**config.mk**
```make
export PLATFORM = sky130hd
export DESIGN_NAME = redriver_config_and_routing_control
export DESIGN_NICKNAME = d
export VERILOG_FILES = /design/src/verilog/redriver_pkg.sv /design/src/verilog/serial_target.sv /design/src/verilog/redriver_config_and_routing_control.sv
export SDC_FILE = /design/constraint.sdc
export NUM_CORES = 1
export LEC_CHECK = 0
export BUFFER_PORTS_ARGS = -buffer_cell sky130_fd_sc_hd__buf_4
export CELL_PAD_IN_SITES_DETAIL_PLACEMENT = 0
export CELL_PAD_IN_SITES_GLOBAL_PLACEMENT = 1
export CORE_MARGIN = 2
export CORE_UTILIZATION = 30
export DETAILED_ROUTE_END_ITERATION = 7
export HOLD_SLACK_MARGIN = 0.02
export PLACE_DENSITY_LB_ADDON = 0.3
export SLEW_MARGIN = 30
export SYNTH_ARGS = -nofsm -noshare
export SYNTH_HDL_FRONTEND = slang
export SYNTH_HIERARCHICAL = 1
export SYNTH_SLANG_ARGS = --single-unit
```
**constraint.sdc**
```tcl
create_clock -name clk_in -period 13.1 [get_ports clk_in]
set_input_delay 2.62 -clock clk_in [delete_from_list [all_inputs] [get_ports clk_in]]
set_output_delay 2.62 -clock clk_in [all_outputs]
set_load 0.02 [all_outputs]
```
**src/verilog/redriver_pkg.sv**
```systemverilog
/*
 * Constants shared by the redriver configuration block and its serial target.
 * Assumes a single 125 MHz clock domain; pins arrive asynchronous.
 */
package redriver_pkg;

	// ************************************************************
	// Register offsets
	// ************************************************************
	localparam logic [7:0] OFS_GENERAL = 8'h00;
	localparam logic [7:0] OFS_ROUTE = 8'h01;
	localparam logic [7:0] OFS_PORT_A_CONTROL = 8'h02;
	localparam logic [7:0] OFS_PORT_A_INPUT = 8'h03;
	localparam logic [7:0] OFS_PORT_A_OUTPUT = 8'h04;
	localparam logic [7:0] OFS_PORT_B_CONTROL = 8'h06;
	localparam logic [7:0] OFS_PORT_B_INPUT = 8'h07;
	localparam logic [7:0] OFS_PORT_B_OUTPUT = 8'h08;
	localparam logic [7:0] OFS_PORT_C_CONTROL = 8'h0A;
	localparam logic [7:0] OFS_PORT_C_INPUT = 8'h0B;
	localparam logic [7:0] OFS_PORT_C_OUTPUT = 8'h0C;
	localparam logic [7:0] OFS_POLARITY_AB = 8'h10;
	localparam logic [7:0] OFS_POLARITY_C = 8'h11;
	localparam logic [7:0] OFS_LANE_ENABLE = 8'h12;
	localparam logic [7:0] OFS_LAST = 8'h12;
	localparam int REG_COUNT = 19;
	localparam int PORT_STRIDE = 4;

	// ************************************************************
	// Writable bit masks and reset values
	// ************************************************************
	localparam logic [7:0] MASK_GENERAL = 8'hC0;
	localparam logic [7:0] MASK_ROUTE = 8'hFF;
	localparam logic [7:0] MASK_CONTROL = 8'hF9;
	localparam logic [7:0] MASK_INPUT = 8'h8F;
	localparam logic [7:0] MASK_OUTPUT = 8'h33;
	localparam logic [7:0] MASK_POLARITY_AB = 8'hFF;
	localparam logic [7:0] MASK_POLARITY_C = 8'h0F;
	localparam logic [7:0] MASK_LANE_ENABLE = 8'h0F;
	localparam logic [7:0] RESET_LANE_ENABLE = 8'h0F;
	localparam logic [7:0] RESET_OTHER = 8'h00;

	// ************************************************************
	// Field positions
	// ************************************************************
	localparam int BIT_POWER_DOWN = 6;
	localparam int BIT_DIAG = 7;
	localparam int POS_LOOP = 4;
	localparam int BIT_AGC_OFF = 0;
	localparam int BIT_SQUELCH = 3;
	localparam int POS_OUT_OFF = 4;
	localparam int BIT_INPUT_OFF = 7;
	localparam int BIT_PEAK_TOP = 3;
	localparam int BIT_UNITY_GAIN = 0;
	localparam int POS_SWING = 4;
	localparam logic [1:0] SWING_LOW_CODE = 2'h1;
	localparam int POS_POLARITY_B = 4;

	// ************************************************************
	// Strap vector layout and pin levels
	// ************************************************************
	localparam int ST_LANE = 0;
	localparam int ST_PEAK = 4;
	localparam int ST_ATT = 16;
	localparam int ST_SWING = 19;
	localparam int ST_AGC = 22;
	localparam int ST_SQUELCH = 25;
	localparam int ST_SEL = 26;
	localparam int ST_LOOP = 30;
	localparam int ST_DIAG = 33;
	localparam int ST_MODE = 34;
	localparam int ST_PDN = 35;
	localparam int ST_ID = 36;
	localparam int STRAP_W = 39;
	localparam logic [1:0] TRIT_LOW = 2'h0;
	localparam logic [1:0] TRIT_FLOAT = 2'h1;
	localparam logic [1:0] TRIT_HIGH = 2'h2;
	localparam logic [3:0] TRIT_WEIGHT = 4'h3;

	// ************************************************************
	// Output sources and bus framing
	// ************************************************************
	localparam logic [1:0] SRC_IDLE = 2'h0;
	localparam logic [1:0] SRC_A = 2'h1;
	localparam logic [1:0] SRC_B = 2'h2;
	localparam logic [1:0] SRC_C = 2'h3;
	localparam logic [3:0] BUS_ID_PREFIX = 4'h0;
	localparam logic [3:0] BITS_PER_BYTE = 4'h8;

endpackage : redriver_pkg

```
**src/verilog/serial_target.sv**
```systemverilog
/*
 * Two-wire serial target: start/stop detection, address match, offset
 * pointer, byte writes and reads with auto-increment.
 * Assumes the bus clock is far slower than clk_in; pins are asynchronous.
 */
`timescale 1ns/1ps
module serial_target (
	input wire logic clk_in,
	input wire logic rst_in,
	input wire logic clear_in,
	input wire logic enable_in,
	input wire logic [2:0] bus_id_in,
	input wire logic scl_in,
	input wire logic sda_in,
	output logic sda_out,
	output logic sda_oe_out,
	output logic wr_out,
	output logic [7:0] addr_out,
	output logic [7:0] wr_data_out,
	input wire logic [7:0] rd_data_in
);

	typedef enum logic [8:0] {
		ST_IDLE = 9'h001,
		ST_ADDR = 9'h002,
		ST_ACK_ADDR = 9'h004,
		ST_OFFSET = 9'h008,
		ST_ACK_OFFSET = 9'h010,
		ST_WDATA = 9'h020,
		ST_ACK_WDATA = 9'h040,
		ST_RDATA = 9'h080,
		ST_RACK = 9'h100
	} bus_state_e;

	typedef struct packed {
		logic [2:0] scl_sync;
		logic [2:0] sda_sync;
		bus_state_e st;
		logic [3:0] cnt;
		logic [7:0] sh;
		logic [7:0] ptr;
		logic rw;
		logic acked;
		logic oe;
		logic wr;
		logic [7:0] wdata;
	} target_s;

	target_s s_q;
	target_s s_d;
	logic scl_rise;
	logic scl_fall;
	logic start_seen;
	logic stop_seen;

	// ************************************************************
	// Bus sequencing
	// ************************************************************
	always_comb begin
		s_d = s_q;
		s_d.scl_sync = {s_q.scl_sync[1:0], scl_in};
		s_d.sda_sync = {s_q.sda_sync[1:0], sda_in};
		s_d.wr = 1'b0;
		// Edges look at stages two and three only
		scl_rise = s_q.scl_sync[1] & ~s_q.scl_sync[2];
		scl_fall = ~s_q.scl_sync[1] & s_q.scl_sync[2];
		start_seen = s_q.scl_sync[1] & s_q.scl_sync[2] & ~s_q.sda_sync[1] & s_q.sda_sync[2];
		stop_seen = s_q.scl_sync[1] & s_q.scl_sync[2] & s_q.sda_sync[1] & ~s_q.sda_sync[2];
		if (clear_in || !enable_in) begin
			s_d.st = ST_IDLE;
			s_d.oe = 1'b0;
			s_d.ptr = 8'h00;
		end else if (start_seen) begin
			s_d.st = ST_ADDR;
			s_d.cnt = 4'h0;
			s_d.oe = 1'b0;
		end else if (stop_seen) begin
			s_d.st = ST_IDLE;
			s_d.oe = 1'b0;
		end else if (scl_rise) begin
			case (s_q.st)
				ST_ADDR, ST_OFFSET, ST_WDATA: begin
					s_d.sh = {s_q.sh[6:0], s_q.sda_sync[1]};
					s_d.cnt = s_q.cnt + 4'h1;
				end
				ST_RDATA: begin
					s_d.cnt = s_q.cnt + 4'h1;
				end
				ST_RACK: begin
					s_d.acked = ~s_q.sda_sync[1];
					if (!s_q.sda_sync[1]) begin
						s_d.ptr = s_q.ptr + 8'h01;
					end
				end
				default: begin
				end
			endcase
		end else if (scl_fall) begin
			case (s_q.st)
				ST_ADDR: begin
					if (s_q.cnt == redriver_pkg::BITS_PER_BYTE) begin
						// Silent on a foreign address, bus left high
						if (s_q.sh[7:1] == {redriver_pkg::BUS_ID_PREFIX, bus_id_in}) begin
							s_d.oe = 1'b1;
							s_d.rw = s_q.sh[0];
							s_d.st = ST_ACK_ADDR;
						end else begin
							s_d.st = ST_IDLE;
						end
					end
				end
				ST_ACK_ADDR: begin
					s_d.cnt = 4'h0;
					if (s_q.rw) begin
						s_d.sh = rd_data_in;
						s_d.oe = ~rd_data_in[7];
						s_d.st = ST_RDATA;
					end else begin
						s_d.oe = 1'b0;
						s_d.st = ST_OFFSET;
					end
				end
				ST_OFFSET: begin
					if (s_q.cnt == redriver_pkg::BITS_PER_BYTE) begin
						s_d.ptr = s_q.sh;
						s_d.oe = 1'b1;
						s_d.st = ST_ACK_OFFSET;
					end
				end
				ST_WDATA: begin
					if (s_q.cnt == redriver_pkg::BITS_PER_BYTE) begin
						s_d.wr = 1'b1;
						s_d.wdata = s_q.sh;
						s_d.oe = 1'b1;
						s_d.st = ST_ACK_WDATA;
					end
				end
				ST_ACK_OFFSET, ST_ACK_WDATA: begin
					if (s_q.st == ST_ACK_WDATA) begin
						s_d.ptr = s_q.ptr + 8'h01;
					end
					s_d.oe = 1'b0;
					s_d.cnt = 4'h0;
					s_d.st = ST_WDATA;
				end
				ST_RDATA: begin
					if (s_q.cnt == redriver_pkg::BITS_PER_BYTE) begin
						s_d.oe = 1'b0;
						s_d.st = ST_RACK;
					end else begin
						s_d.sh = {s_q.sh[6:0], 1'b0};
						s_d.oe = ~s_q.sh[6];
					end
				end
				ST_RACK: begin
					if (s_q.acked) begin
						s_d.sh = rd_data_in;
						s_d.oe = ~rd_data_in[7];
						s_d.cnt = 4'h0;
						s_d.st = ST_RDATA;
					end else begin
						s_d.st = ST_IDLE;
					end
				end
				default: begin
					s_d.st = ST_IDLE;
				end
			endcase
		end
	end

	always_ff @(posedge clk_in or posedge rst_in) begin
		if (rst_in) begin
			s_q <= '{scl_sync: 3'h7, sda_sync: 3'h7, st: ST_IDLE, default: '0};
		end else begin
			s_q <= s_d;
		end
	end

	assign sda_out = 1'b0;
	assign sda_oe_out = s_q.oe;
	assign wr_out = s_q.wr;
	assign addr_out = s_q.ptr;
	assign wr_data_out = s_q.wdata;

endmodule : serial_target

```
**src/verilog/redriver_config_and_routing_control.sv**
```systemverilog
/*
 * Configuration and routing control of a quad-lane three-port redriver:
 * strap or register sourced settings, per-lane routing and idle handling.
 * Assumes straps are quasi-static; all pins are asynchronous to clk_in.
 */
// Operation
// - Power-down pin off inputs, outputs, bus
// - General bit six powers down inputs, outputs, not bus
// - Per-lane enable for every port
// - Register peaking code to nine steps
// - Three-level pin pair to same steps
// - Bit zero or pin picks attenuation
// - Swing code one low, else high
// - Auto gain enabled when bit is zero
// - Select pin chooses straps or registers
// - Output-off, input-off, polarity only registers
// - Bus address low bits from pins
// - Idle outputs disabled or squelched
// - Input-off bit powers whole port input
// - Control high nibble disables output lanes
// - Per-lane polarity inversion from registers
// - Port C lane goes to A or B
// - Port loopback sends input back out
// - Diagnostic sends C input to A, B
// - Address four zeros plus pin bits
// - Start, address, offset, data, stop framing
`timescale 1ns/1ps
module redriver_config_and_routing_control #(
	parameter int LANES = 4,
	parameter int PORTS = 3
) (
	input wire logic clk_in,
	input wire logic rst_in,
	input wire logic power_good_n_in,
	input wire logic register_mode_in,
	input wire logic [2:0] bus_id_pins_in,
	input wire logic scl_in,
	input wire logic sda_in,
	output logic sda_out,
	output logic sda_oe_out,
	input wire logic [3:0] lane_on_pin_in,
	input wire logic [11:0] peaking_level_pins_in,
	input wire logic [2:0] input_attenuation_pin_in,
	input wire logic [2:0] output_swing_range_pin_in,
	input wire logic [2:0] auto_gain_off_in,
	input wire logic idle_output_squelch_in,
	input wire logic [3:0] lane_route_choice_in,
	input wire logic [2:0] port_loopback_on_in,
	input wire logic diag_pin_in,
	output logic power_down_out,
	output logic [3:0] lane_enable_out,
	output logic [11:0] peaking_step_out,
	output logic [2:0] unity_gain_out,
	output logic [2:0] swing_high_out,
	output logic [2:0] agc_enable_out,
	output logic [2:0] input_off_out,
	output logic [11:0] polarity_invert_out,
	output logic [23:0] out_source_out,
	output logic [11:0] out_squelch_out,
	output logic [11:0] out_off_out
);

	typedef struct packed {
		logic [redriver_pkg::STRAP_W-1:0] strap1;
		logic [redriver_pkg::STRAP_W-1:0] strap2;
		logic [redriver_pkg::REG_COUNT-1:0][7:0] regs;
		logic power_down;
		logic [3:0] lane_enable;
		logic [11:0] peaking;
		logic [2:0] unity_gain;
		logic [2:0] swing_high;
		logic [2:0] agc_enable;
		logic [2:0] input_off;
		logic [11:0] polarity;
		logic [23:0] source;
		logic [11:0] squelch;
		logic [11:0] off;
	} ctrl_s;

	ctrl_s s_q;
	ctrl_s s_d;
	logic bus_wr;
	logic [7:0] bus_addr;
	logic [7:0] bus_wdata;
	logic [7:0] bus_rdata;
	logic pins_ok;
	logic reg_mode;

	// ************************************************************
	// Helpers
	// ************************************************************
	function automatic logic [7:0] reg_mask(input logic [7:0] a);
		logic [7:0] m;
		m = 8'h00;
		case (a)
			redriver_pkg::OFS_GENERAL: m = redriver_pkg::MASK_GENERAL;
			redriver_pkg::OFS_ROUTE: m = redriver_pkg::MASK_ROUTE;
			redriver_pkg::OFS_PORT_A_CONTROL,
			redriver_pkg::OFS_PORT_B_CONTROL,
			redriver_pkg::OFS_PORT_C_CONTROL: m = redriver_pkg::MASK_CONTROL;
			redriver_pkg::OFS_PORT_A_INPUT,
			redriver_pkg::OFS_PORT_B_INPUT,
			redriver_pkg::OFS_PORT_C_INPUT: m = redriver_pkg::MASK_INPUT;
			redriver_pkg::OFS_PORT_A_OUTPUT,
			redriver_pkg::OFS_PORT_B_OUTPUT,
			redriver_pkg::OFS_PORT_C_OUTPUT: m = redriver_pkg::MASK_OUTPUT;
			redriver_pkg::OFS_POLARITY_AB: m = redriver_pkg::MASK_POLARITY_AB;
			redriver_pkg::OFS_POLARITY_C: m = redriver_pkg::MASK_POLARITY_C;
			redriver_pkg::OFS_LANE_ENABLE: m = redriver_pkg::MASK_LANE_ENABLE;
			default: m = 8'h00;
		endcase
		return m;
	endfunction : reg_mask

	function automatic logic [3:0] peak_from_code(input logic [3:0] code);
		// Top bit clear collapses to the minimum step
		return code[redriver_pkg::BIT_PEAK_TOP] ? {1'b0, code[2:0]} + 4'h1 : 4'h0;
	endfunction : peak_from_code

	function automatic logic [3:0] trit_value(input logic [1:0] t);
		logic [3:0] v;
		v = 4'h0;
		case (t)
			redriver_pkg::TRIT_FLOAT: v = 4'h1;
			redriver_pkg::TRIT_HIGH: v = 4'h2;
			default: v = 4'h0;
		endcase
		return v;
	endfunction : trit_value

	function automatic logic [7:0] reg_read(input ctrl_s st, input logic [7:0] a);
		return (a <= redriver_pkg::OFS_LAST) ? (st.regs[a[4:0]] & reg_mask(a)) : 8'h00;
	endfunction : reg_read

	// ************************************************************
	// Serial target
	// ************************************************************
	assign pins_ok = s_q.strap2[redriver_pkg::ST_PDN];
	assign reg_mode = s_q.strap2[redriver_pkg::ST_MODE];
	assign bus_rdata = reg_read(s_q, bus_addr);

	serial_target u_target (
		.clk_in(clk_in),
		.rst_in(rst_in),
		.clear_in(~pins_ok),
		.enable_in(reg_mode),
		.bus_id_in(s_q.strap2[redriver_pkg::ST_ID +: 3]),
		.scl_in(scl_in),
		.sda_in(sda_in),
		.sda_out(sda_out),
		.sda_oe_out(sda_oe_out),
		.wr_out(bus_wr),
		.addr_out(bus_addr),
		.wr_data_out(bus_wdata),
		.rd_data_in(bus_rdata)
	);

	// ************************************************************
	// Register file and configuration decode
	// ************************************************************
	always_comb begin
		logic [7:0] ctrl;
		logic [7:0] inset;
		logic [7:0] outset;
		logic [7:0] route;
		logic [3:0] sel;
		logic [2:0] loop;
		logic diag;
		logic squelch_sel;
		logic [1:0] src;
		logic [7:0] pol;
		int base;
		ctrl = 8'h00;
		inset = 8'h00;
		outset = 8'h00;
		route = 8'h00;
		sel = 4'h0;
		loop = 3'h0;
		diag = 1'b0;
		squelch_sel = 1'b0;
		src = redriver_pkg::SRC_IDLE;
		pol = 8'h00;
		base = 0;
		s_d = s_q;
		s_d.strap1 = {bus_id_pins_in, power_good_n_in, register_mode_in, diag_pin_in, port_loopback_on_in,
			lane_route_choice_in, idle_output_squelch_in, auto_gain_off_in, output_swing_range_pin_in,
			input_attenuation_pin_in, peaking_level_pins_in, lane_on_pin_in};
		s_d.strap2 = s_q.strap1;
		if (!pins_ok) begin
			for (int i = 0; i < redriver_pkg::REG_COUNT; i++) begin
				s_d.regs[i] = redriver_pkg::RESET_OTHER;
			end
			s_d.regs[redriver_pkg::OFS_LANE_ENABLE[4:0]] = redriver_pkg::RESET_LANE_ENABLE;
		end else if (bus_wr && bus_addr <= redriver_pkg::OFS_LAST) begin
			s_d.regs[bus_addr[4:0]] = bus_wdata & reg_mask(bus_addr);
		end
		route = s_q.regs[redriver_pkg::OFS_ROUTE[4:0]];
		if (reg_mode) begin
			sel = route[3:0];
			loop = route[redriver_pkg::POS_LOOP +: 3];
			diag = route[redriver_pkg::BIT_DIAG];
			s_d.lane_enable = s_q.regs[redriver_pkg::OFS_LANE_ENABLE[4:0]][3:0];
			s_d.power_down = ~pins_ok |
				s_q.regs[redriver_pkg::OFS_GENERAL[4:0]][redriver_pkg::BIT_POWER_DOWN];
		end else begin
			sel = s_q.strap2[redriver_pkg::ST_SEL +: 4];
			loop = s_q.strap2[redriver_pkg::ST_LOOP +: 3];
			diag = s_q.strap2[redriver_pkg::ST_DIAG];
			s_d.lane_enable = s_q.strap2[redriver_pkg::ST_LANE +: 4];
			s_d.power_down = ~pins_ok;
		end
		pol = s_q.regs[redriver_pkg::OFS_POLARITY_AB[4:0]];
		for (int p = 0; p < PORTS; p++) begin
			base = int'(redriver_pkg::OFS_PORT_A_CONTROL) + p * redriver_pkg::PORT_STRIDE;
			ctrl = s_q.regs[base];
			inset = s_q.regs[base + 1];
			outset = s_q.regs[base + 2];
			if (reg_mode) begin
				s_d.peaking[p*4 +: 4] = peak_from_code(inset[3:0]);
				s_d.unity_gain[p] = outset[redriver_pkg::BIT_UNITY_GAIN];
				s_d.swing_high[p] = (outset[redriver_pkg::POS_SWING +: 2] != redriver_pkg::SWING_LOW_CODE);
				s_d.agc_enable[p] = ~ctrl[redriver_pkg::BIT_AGC_OFF];
				squelch_sel = ctrl[redriver_pkg::BIT_SQUELCH];
				s_d.input_off[p] = s_d.power_down | inset[redriver_pkg::BIT_INPUT_OFF];
			end else begin
				s_d.peaking[p*4 +: 4] = 4'((redriver_pkg::TRIT_WEIGHT *
					trit_value(s_q.strap2[redriver_pkg::ST_PEAK + p*4 + 2 +: 2])) +
					trit_value(s_q.strap2[redriver_pkg::ST_PEAK + p*4 +: 2]));
				s_d.unity_gain[p] = s_q.strap2[redriver_pkg::ST_ATT + p];
				s_d.swing_high[p] = s_q.strap2[redriver_pkg::ST_SWING + p];
				s_d.agc_enable[p] = ~s_q.strap2[redriver_pkg::ST_AGC + p];
				squelch_sel = s_q.strap2[redriver_pkg::ST_SQUELCH];
				s_d.input_off[p] = s_d.power_down;
			end
			for (int l = 0; l < LANES; l++) begin
				// Loopback overrides, then port C lane select, then diagnostic, then port A/B lane select
				if (loop[p]) begin
					src = (p == 0) ? redriver_pkg::SRC_A : (p == 1) ? redriver_pkg::SRC_B : redriver_pkg::SRC_C;
				end else if (p == 2) begin
					src = sel[l] ? redriver_pkg::SRC_B : redriver_pkg::SRC_A;
				end else if (diag) begin
					src = redriver_pkg::SRC_C;
				end else begin
					src = (sel[l] == (p == 1)) ? redriver_pkg::SRC_C : redriver_pkg::SRC_IDLE;
				end
				s_d.source[(p*LANES + l)*2 +: 2] = src;
				if (s_d.power_down || !s_d.lane_enable[l] ||
					(reg_mode && ctrl[redriver_pkg::POS_OUT_OFF + 3 - l])) begin
					s_d.off[p*LANES + l] = 1'b1;
					s_d.squelch[p*LANES + l] = 1'b0;
				end else begin
					s_d.off[p*LANES + l] = (src == redriver_pkg::SRC_IDLE) & ~squelch_sel;
					s_d.squelch[p*LANES + l] = (src == redriver_pkg::SRC_IDLE) & squelch_sel;
				end
				s_d.polarity[p*LANES + l] = 1'b0;
			end
		end
		if (reg_mode) begin
			s_d.polarity[3:0] = pol[3:0];
			s_d.polarity[7:4] = pol[redriver_pkg::POS_POLARITY_B +: 4];
			s_d.polarity[11:8] = s_q.regs[redriver_pkg::OFS_POLARITY_C[4:0]][3:0];
		end
	end

	always_ff @(posedge clk_in or posedge rst_in) begin
		if (rst_in) begin
			s_q <= '{power_down: 1'b1, input_off: 3'h7, off: 12'hFFF, default: '0};
		end else begin
			s_q <= s_d;
		end
	end

	assign power_down_out = s_q.power_down;
	assign lane_enable_out = s_q.lane_enable;
	assign peaking_step_out = s_q.peaking;
	assign unity_gain_out = s_q.unity_gain;
	assign swing_high_out = s_q.swing_high;
	assign agc_enable_out = s_q.agc_enable;
	assign input_off_out = s_q.input_off;
	assign polarity_invert_out = s_q.polarity;
	assign out_source_out = s_q.source;
	assign out_squelch_out = s_q.squelch;
	assign out_off_out = s_q.off;

	// ************************************************************
	// Checks
	// ************************************************************
	property p_pin_power_down;
		@(posedge clk_in) disable iff (rst_in)
		!pins_ok |=> power_down_out && (input_off_out == 3'h7) && (out_off_out == 12'hFFF);
	endproperty
	a_pin_power_down: assert property (p_pin_power_down) else $error("pin power-down not applied");

	property p_reg_power_down;
		@(posedge clk_in) disable iff (rst_in)
		reg_mode && s_q.regs[0][6] |=> power_down_out && (out_off_out == 12'hFFF);
	endproperty
	a_reg_power_down: assert property (p_reg_power_down) else $error("register power-down not applied");

	property p_lane_enable;
		@(posedge clk_in) disable iff (rst_in)
		reg_mode ##1 reg_mode |-> lane_enable_out == $past(s_q.regs[18][3:0]);
	endproperty
	a_lane_enable: assert property (p_lane_enable) else $error("lane enable mismatch");

	property p_peak_reg;
		@(posedge clk_in) disable iff (rst_in)
		reg_mode && !s_q.regs[3][3] |=> peaking_step_out[3:0] == 4'h0;
	endproperty
	a_peak_reg: assert property (p_peak_reg) else $error("low peaking code not minimum");

	property p_peak_pins;
		@(posedge clk_in) disable iff (rst_in)
		!reg_mode && s_q.strap2[7:4] == 4'h5 |=> peaking_step_out[3:0] == 4'h4;
	endproperty
	a_peak_pins: assert property (p_peak_pins) else $error("floating pins not middle step");

	property p_swing;
		@(posedge clk_in) disable iff (rst_in)
		reg_mode && s_q.regs[4][5:4] == 2'h1 |=> !swing_high_out[0];
	endproperty
	a_swing: assert property (p_swing) else $error("swing low code ignored");

	property p_pin_polarity;
		@(posedge clk_in) disable iff (rst_in)
		!reg_mode |=> polarity_invert_out == 12'h000;
	endproperty
	a_pin_polarity: assert property (p_pin_polarity) else $error("polarity inverted in pin mode");

	property p_route_c;
		@(posedge clk_in) disable iff (rst_in)
		reg_mode && !s_q.regs[1][6] && s_q.regs[1][0] |=> out_source_out[17:16] == 2'h2;
	endproperty
	a_route_c: assert property (p_route_c) else $error("port C lane 0 not from B");

	property p_loop_a;
		@(posedge clk_in) disable iff (rst_in)
		reg_mode && s_q.regs[1][4] |=> out_source_out[7:0] == 8'h55;
	endproperty
	a_loop_a: assert property (p_loop_a) else $error("port A loopback not applied");

	property p_diag;
		@(posedge clk_in) disable iff (rst_in)
		reg_mode && s_q.regs[1][7] && s_q.regs[1][5:4] == 2'h0 |=> out_source_out[15:0] == 16'hFFFF;
	endproperty
	a_diag: assert property (p_diag) else $error("diagnostic routing missing");

endmodule : redriver_config_and_routing_control

```
---- After elaboration in Yosys (flattened, before gate mapping) ----
Memory sizes are Yosys's and may differ from the RTL's.
Cells that the tools add are included.
Widths: inputs -> output; s select.
word-level totals
  memories kept ........................... 2
  memory bits (read-only) ................. 512
  output and inout bits ................... 91
  logic and storage cells ................. 392
  bits in registers ....................... 366
  input port bits ......................... 43
memory list
  memory            depth  bits a word  rd ports  clocked after Yosys merged registers in  write ports  line                                       text
  (name not given)  32     8            1         0                                        0            redriver_config_and_routing_control.sv:95  case (a)
  (name not given)  32     8            1         0                                        0            redriver_config_and_routing_control.sv:95
operators by class
  add/subtract/negate cells ............... 8
  bitwise gates (word level) .............. 57
  reductions and logical operators ........ 69
  mux-type cells .......................... 161
  magnitude comparators ................... 3
  multiply operators ...................... 3
  equality and inequality tests ........... 46
operators by type and width
  operator            number
  $mux 152            2
  $bwmux 152          1
  $mux 8              17
  $mux 9              11
  $mux 2              32
  $pmux 9 s7          1
  $mux 12             5
  $mux 4              14
  $mux 1              55
  $bmux 8 s5          1
  $demux 8 s5         1
  $mux 10             4
  $ne 5x1->1 const B  7
  $and 1x1->1         31
  $mux 30             1
  $logic_not 2->1     12
  $pmux 2 s2          6
  $pmux 8 s3          1
  $reduce_and 8->1    3
  $mux 22             1
  $mux 20             1
  $not 1->1           20
  $logic_or 1x1->1    17
  $and 8x8->8         2
  49 further kinds    101

---- Longest topological paths before layout ----
Gate-level depths: netlist of the first run.
  depth after elaboration ................. 14
  mapped depth ............................ 15
  gate-level depth less buffers ........... 10

---- By module ----
Netlist of the first run, hierarchy kept.
by module, submodules not included
  module                               instances  area each (µm²)  cells each  seq. area each (µm²)
  redriver_config_and_routing_control  1          13797.0          1190        8002.7
  serial_target                        1          2996.6           306         1184.9

---- Least setup slack after synthesis of the first run ----
No wires, ideal clock.
  kind .................................... flip-flop to output port
  start point ............................. register s_q, in the netlist input_off_out[0]
  end point ............................... output port input_off_out[0]
  path slack .............................. 9865 ps
  stages on the path, launching flop included .. 2
  arrival time ............................ 615 ps
  data required time ...................... 10480 ps
  buffers on the path ..................... 1
  cell sequence ........................... dfstp_2 > buf_4
RTL lines
  what                    line                                        text
  start, declared         redriver_config_and_routing_control.sv:80   ctrl_s s_q;
  start signal, assigned  redriver_config_and_routing_control.sv:267  s_q <= '{power_down: 1'b1, input_off: 3'h7, off: 12'hFFF, default: '0};
  start signal, assigned  redriver_config_and_routing_control.sv:269  s_q <= s_d;
  end, declared           redriver_config_and_routing_control.sv:56   output logic [2:0] input_off_out,
No word-level cell between the ends.

---- Final worst setup path of the first run ----
  start point ............................. register s_q, in the netlist out_off_out[11]
  end point ............................... output port out_off_out[11]
RTL lines
  what           line                                       text
  end, declared  redriver_config_and_routing_control.sv:60  output logic [11:0] out_off_out
No word-level cell between the ends.

==> results of run 1 <==
==> area by class of cell <==
class	instances	area, um2
multi-input combinational	920	6330
clock buffer	58	1170
inverter	45	179
clock inverter	16	141
tap	748	936
fill	5544	36100
timing repair buffer	145	1120
sequential	366	9190
==> report_power, final <==
part	switching (mW)	internal [mW]
Clock	0.477	0.648
Sequential	0.0140	1.16
Combinational	0.0932	0.0499
==> Yosys cell counts, types with 4 or more instances <==
library cell	n
dfrtp_1	343
nand2_1	187
o21ai_0	125
buf_4	113
nor2_1	55
a21oi_1	51
mux2i_1	45
inv_1	42
mux2_2	40
nand3_1	33
ha_1	31
and3_1	27
a22o_1	26
clkbuf_1	25
dfstp_2	23
mux4_2	23
buf_2	22
nand2b_1	17
o21a_1	17
and2_1	16
nor3_1	16
nor3b_1	14
nor2b_1	13
o2bb2ai_1	13
nand4_1	12
o22ai_1	9
or2_0	9
o211ai_1	8
xor2_1	8
o21ai_2	7
a21o_1	6
a31oi_1	6
o32ai_1	6
a221o_1	5
or2_2	5
a311oi_1	4
nor4_1	4
o311a_1	4
o31ai_1	4
==> metal layers <==
layer / up-vias / routed length, um
li1: 5222 / -
met1: 5805 / 21300
met2: 289 / 23300
met3: 73 / 2120
met4: 0 / 1220
met5: - / 0
==> sequential cells by signal, summed over array words and instances, names as in the netlist <==
name                  cells
agc_enable_out            3
input_off_out             3
lane_enable_out           4
out_off_out              12
out_source_out           24
out_squelch_out          12
peaking_step_out         12
pins_ok                   1
polarity_invert_out      12
power_down_out            1
reg_mode                  1
s_d                      39
s_q                     189
swing_high_out            3
u_target/addr_out         8
u_target/s_d              4
u_target/s_q             25
u_target/sda_oe_out       1
u_target/wr_data_out      8
u_target/wr_out           1
unity_gain_out            3
==> kinds of logic (layout without fill, tap and decap cells) <==
kind of cell	Yosys count	count (layout)	share of synthesized area (%)
fa+ha+maj	34	34	2.67
compound gates	324	324	12.7
other cells	2	5	0.0447
xor+xnor	11	11	0.574
flops	366	366	54.7
buf+inv	213	264	7.66
simple gates	438	438	13.2
mux	108	108	8.45
==> worst paths after layout <==
path / to / cells past startpoint / slack (ns) / start
setup / recovery: out_off_out[11] / 1 / 9.23 / out_off_out[11]$_DFF_PP1_
hold reg to reg: reg_mode$_DFF_PP0_ / 0 / 0.35 / s_d[275]$_DFF_PP0_
max in group asynchronous: s_d[248]$_DFF_PP0_ / 4 / 9.59 / rst_in
hold / removal: reg_mode$_DFF_PP0_ / 0 / 0.35 / s_d[275]$_DFF_PP0_
setup reg to reg: u_target/wr_data_out[5]$_DFFE_PP0P_ / 7 / 9.38 / pins_ok$_DFF_PP0_
min in group asynchronous: s_d[279]$_DFF_PP0_ / 2 / 2.16 / rst_in
==> metrics by stage <==
stage | hold slack (ns) | worst slack, ns | cell area, um2
after global placement | 0.332 | 8.95 | 17700
after global routing | 0.347 | 9.13 | 19100
after floorplan | 0.331 | 1.68 | 16800
after CTS | 0.345 | 9.18 | 19000
after detailed placement | 0.336 | 8.92 | 17700
final | 0.346 | 9.23 | 19100
==> results.txt, run 1 <==
CP Buf/Inv Count: 1
Clk buf depth: 3
Dominant synthesized flop cell: dfrtp_1
# clock sinks: 366
Pwr Total: 2.44 mW
WL per Instance: 20.9 um
Status: complete, no violations
Worst skew pair latency: 0.59 ns
Commonest non-fill, non-tap cell in the layout: dfrtp_1
Critical path's largest stage delay: 0.53 ns
Antenna viol nets, final: 0
Initial drt markers: 960
Worst path required time: 10.48 ns
Layout Area Growth over Synthesis: 13.6%
Area share of the largest cell type after synthesis: 51.1%
Root Buffer: clkbuf_16
CP top delay family: flip-flops
Row cnt: 86
CTS Hold Bufs: 0
Clock Pin Slew Worst Setup and Hold Paths: 0.06 ns
Fin Setup TNS: 0 ns
Synth area leaders: dfrtp_1 51%, buf_4 5.1%, nand2_1 4.2%, o21ai_0 3.7%, dfstp_2 3.6%
Placed Instances: 2223
Tcrit/Tclk final: 29.6%
CP Launch Type: register
First-pass GRT wire length: 72900 um
Vias in the first global route: 11400
Die Width: 241 um
Commonest cells after routing, fill and taps aside: 340 x dfrtp_1, 187 x nand2_1, 143 x buf_4
Vias: 11400
CTS tree: done
Slew HR: 44.1%
Crit. End Element: output pin
Drt via density: 4.96
Layout cells sized above 1: 21.6%
Asr flop ratio synth: 100%
Fin util: 34.6%
Unrepaired setup endpoints after global routing: false
Syn Inst Count: 1496
TritonCTS buffer count: 41
PortBufs: 132
Total Nets Final: 1596
Arrival time worst endpoint: 1.25 ns
Leakage: 8.35 nW
Post-CTS Resized: 0
#FFs+latches synth: 366
Yosys warning count: 6
Mapped Area: 16800 um2
Fin Clk Skew: 0.0393 ns
Total congestion overflow: 0
Final HPWL from detailed placement: 33400 um
Starting Density: 30.4%
GRT met1 Usage: 22.7%
Number of synthesized flops with an enable pin: 0
GRT Max-Usage Layer: met2
Io pins: 134
Worst path slowest cell: dfstp_2
H-tree Lvls: 2
Core Area: 55200 um2
Crit path kind: register to output pin
Drc violations: 0
Final slew viol count: 0
Crit-path cells: buf_4
Synthesized area per cell: 11.2 um2
Part of the Yosys area used for sequential elements: 54.7%
Pre-antenna DRT Iters: 7
Final setup fails: 0
# diodes: 0
Postcts setup bufs: 0
Maximum vdd drop: 75.9 uV
M2 GR Usage: 27.3%
GPL Wtd Cong: 0.864
Max Clk Rate: 258 MHz
Pin count of the biggest net entering global routing: 173
Global Route Usage Sum: 16.7%
Netlist cell types: 86
M3 GR Usage: 2.71%
Slew @ Worst Pin: 0.836 ns
Final WL: 48000 um
Tmin final: 3.87 ns
Die area: 57900 um2
Die H: 241 um
CP max FO: 1
HP Class: register to register
Yosys top cell by area: dfrtp_1
Initial antenna violation count: 0
Pwr dens: 128 nW/um2
Hold Fails Final Rpt: 0
Finished Layout Cells: 2298
Max cap viols: 0
Note: power is estimated with default switching activity, not from simulation.
==> run 2: changes to the inputs <==
clock period = 3.9 ns   (was 13.1 ns; I/O delays follow)
==> results.txt, run 2 (same netlist as run 1, synthesis figures left out) <==
Initial antenna violation count: 0
PortBufs: 132
Pin count of the biggest net entering global routing: 82
Worst path required time: 4.33 ns
Pwr dens: 440 nW/um2
Io pins: 134
Drt via density: 5.02
Final setup fails: 0
Max cap viols: 0
TritonCTS buffer count: 42
# clock sinks: 366
HP Class: input port to register
Postcts setup bufs: 0
Pwr Total: 8.52 mW
Leakage: 8.50 nW
Clock Pin Slew Worst Setup and Hold Paths: 0.06 ns
Largest Register: s_q
Pre-antenna DRT Iters: 6
Layout Area Growth over Synthesis: 15.3%
Vias: 11700
Unrepaired setup endpoints after global routing: false
Starting Density: 30.4%
Global Route Usage Sum: 17.6%
Drc violations: 0
Finished Layout Cells: 2321
Crit path kind: register to register
Worst hold slack: 0.313 ns
Antenna viol nets, final: 0
Final WL: 50300 um
Total Nets Final: 1617
Design Area, Final: 19400 um2
Worst skew pair latency: 0.57 ns
Arrival time worst endpoint: 3.55 ns
CTS tree: done
CP max FO: 24
GPL Wtd Cong: 0.871
Clk buf depth: 3
Die area: 57900 um2
Hold Fails Final Rpt: 0
Initial drt markers: 960
Slew HR: 41.5%
Layout cells sized above 1: 22.8%
Tcrit/Tclk final: 80.0%
Total congestion overflow: 0
Placed Area: 17900 um2
WL per Instance: 21.7 um
Commonest non-fill, non-tap cell in the layout: dfrtp_1
CP Launch Type: register
Crit. End Element: register
Fin Clk Skew: 0.0167 ns
Maximum vdd drop: 248 uV
Root Buffer: clkbuf_16
CTS Hold Bufs: 0
Commonest cells after routing, fill and taps aside: 340 x dfrtp_1, 187 x nand2_1, 160 x buf_4
Final HPWL from detailed placement: 35800 um
Placed Instances: 2244
First-pass GRT wire length: 76100 um
Tmin final: 3.12 ns
Core Area: 55200 um2
Row cnt: 86
Slew @ Worst Pin: 0.875 ns
Max Clk Rate: 321 MHz
# diodes: 0
Post-CTS Resized: 0
Die Width: 241 um
Status: complete, no violations
H-tree Lvls: 2
Number of flip-flops under the largest register name: 189
Final slew viol count: 0
Vias in the first global route: 11800
Die H: 241 um
-- run 2: changes by cell type in the layout (fill, tap and decap cells not counted), sizes merged --
cell / previous run / this run
buf: 145 / 165
bufinv: 1 / 5
clkinv: 13 / 12
clkinvlp: 1 / 4
inv: 46 / 43
-- run 2: path summary, 6_finish.rpt --
| path | start | to | slack [ns] | cells past startpoint |
|---|---|---|---|---|
| worst max register to register | u_target/addr_out[1]$_DFFE_PP0P_ | u_target/sda_oe_out$_DFFE_PP0P_ | 0.78 | 9 |
| worst max-delay path | u_target/addr_out[1]$_DFFE_PP0P_ | u_target/sda_oe_out$_DFFE_PP0P_ | 0.78 | 9 |
| worst min register to register | s_d[256]$_DFF_PP0_ | s_q[256]$_DFF_PP0_ | 0.34 | 0 |
| min in group asynchronous | rst_in | u_target/s_q[29]$_DFFE_PP0P_ | 0.38 | 2 |
| max in group asynchronous | rst_in | out_off_out[7]$_DFF_PP1_ | 2.58 | 3 |
| worst min-delay path | output_swing_range_pin_in[2] | s_d[262]$_DFF_PP0_ | 0.31 | 1 |
-- run 2: final cells by class --
type | instances | area (um2)
Clock buffer | 58 | 1180
Clock inverter | 19 | 250
Fill cell | 5450 | 35800
Inverter | 45 | 173
Multi-Input combinational cell | 920 | 6330
Sequential cell | 366 | 9190
Tap cell | 748 | 936
Timing Repair Buffer | 165 | 1300
-- run 2: power by group --
| group | internal, mW | switching [mW] |
|---|---|---|
| sequential | 3.90 | 0.0385 |
| combinational | 0.176 | 0.321 |
| clock | 2.46 | 1.62 |
| total | 6.54 | 1.98 |
-- run 2: metrics by stage --
step | TNS [ns] | util [%] | setup slack [ns]
6_report | 0 | 35.1 | 0.782
5_1_grt | 0 | 35.1 | 0.557
4_1_cts | 0 | 35.1 | 0.829
3_5_place_dp | 0 | 32.5 | 0.840
3_3_place_gp | 0 | 32.5 | 0.854
2_1_floorplan | -339.28 | - | -1.12
-- run 2: worst max-delay path: stages, from the launching register on --
cell	delay, ns
dfrtp_2	0.81
buf_4	0.46
nand2_1	0.15
o22ai_1	0.21
o31a_1	0.16
a311oi_1	0.05
nor3_1	0.52
nor3_1	0.12
o311ai_0	0.35
mux2i_1	0.13
-- run 2: routing by layer --
layer	up-vias	global-route usage, %	routed length (um)
li1	5256	-	-
met1	5965	24.1	22500
met2	371	29.1	24100
met3	68	2.65	2550
met4	0	4.63	1090
met5	-	0	0
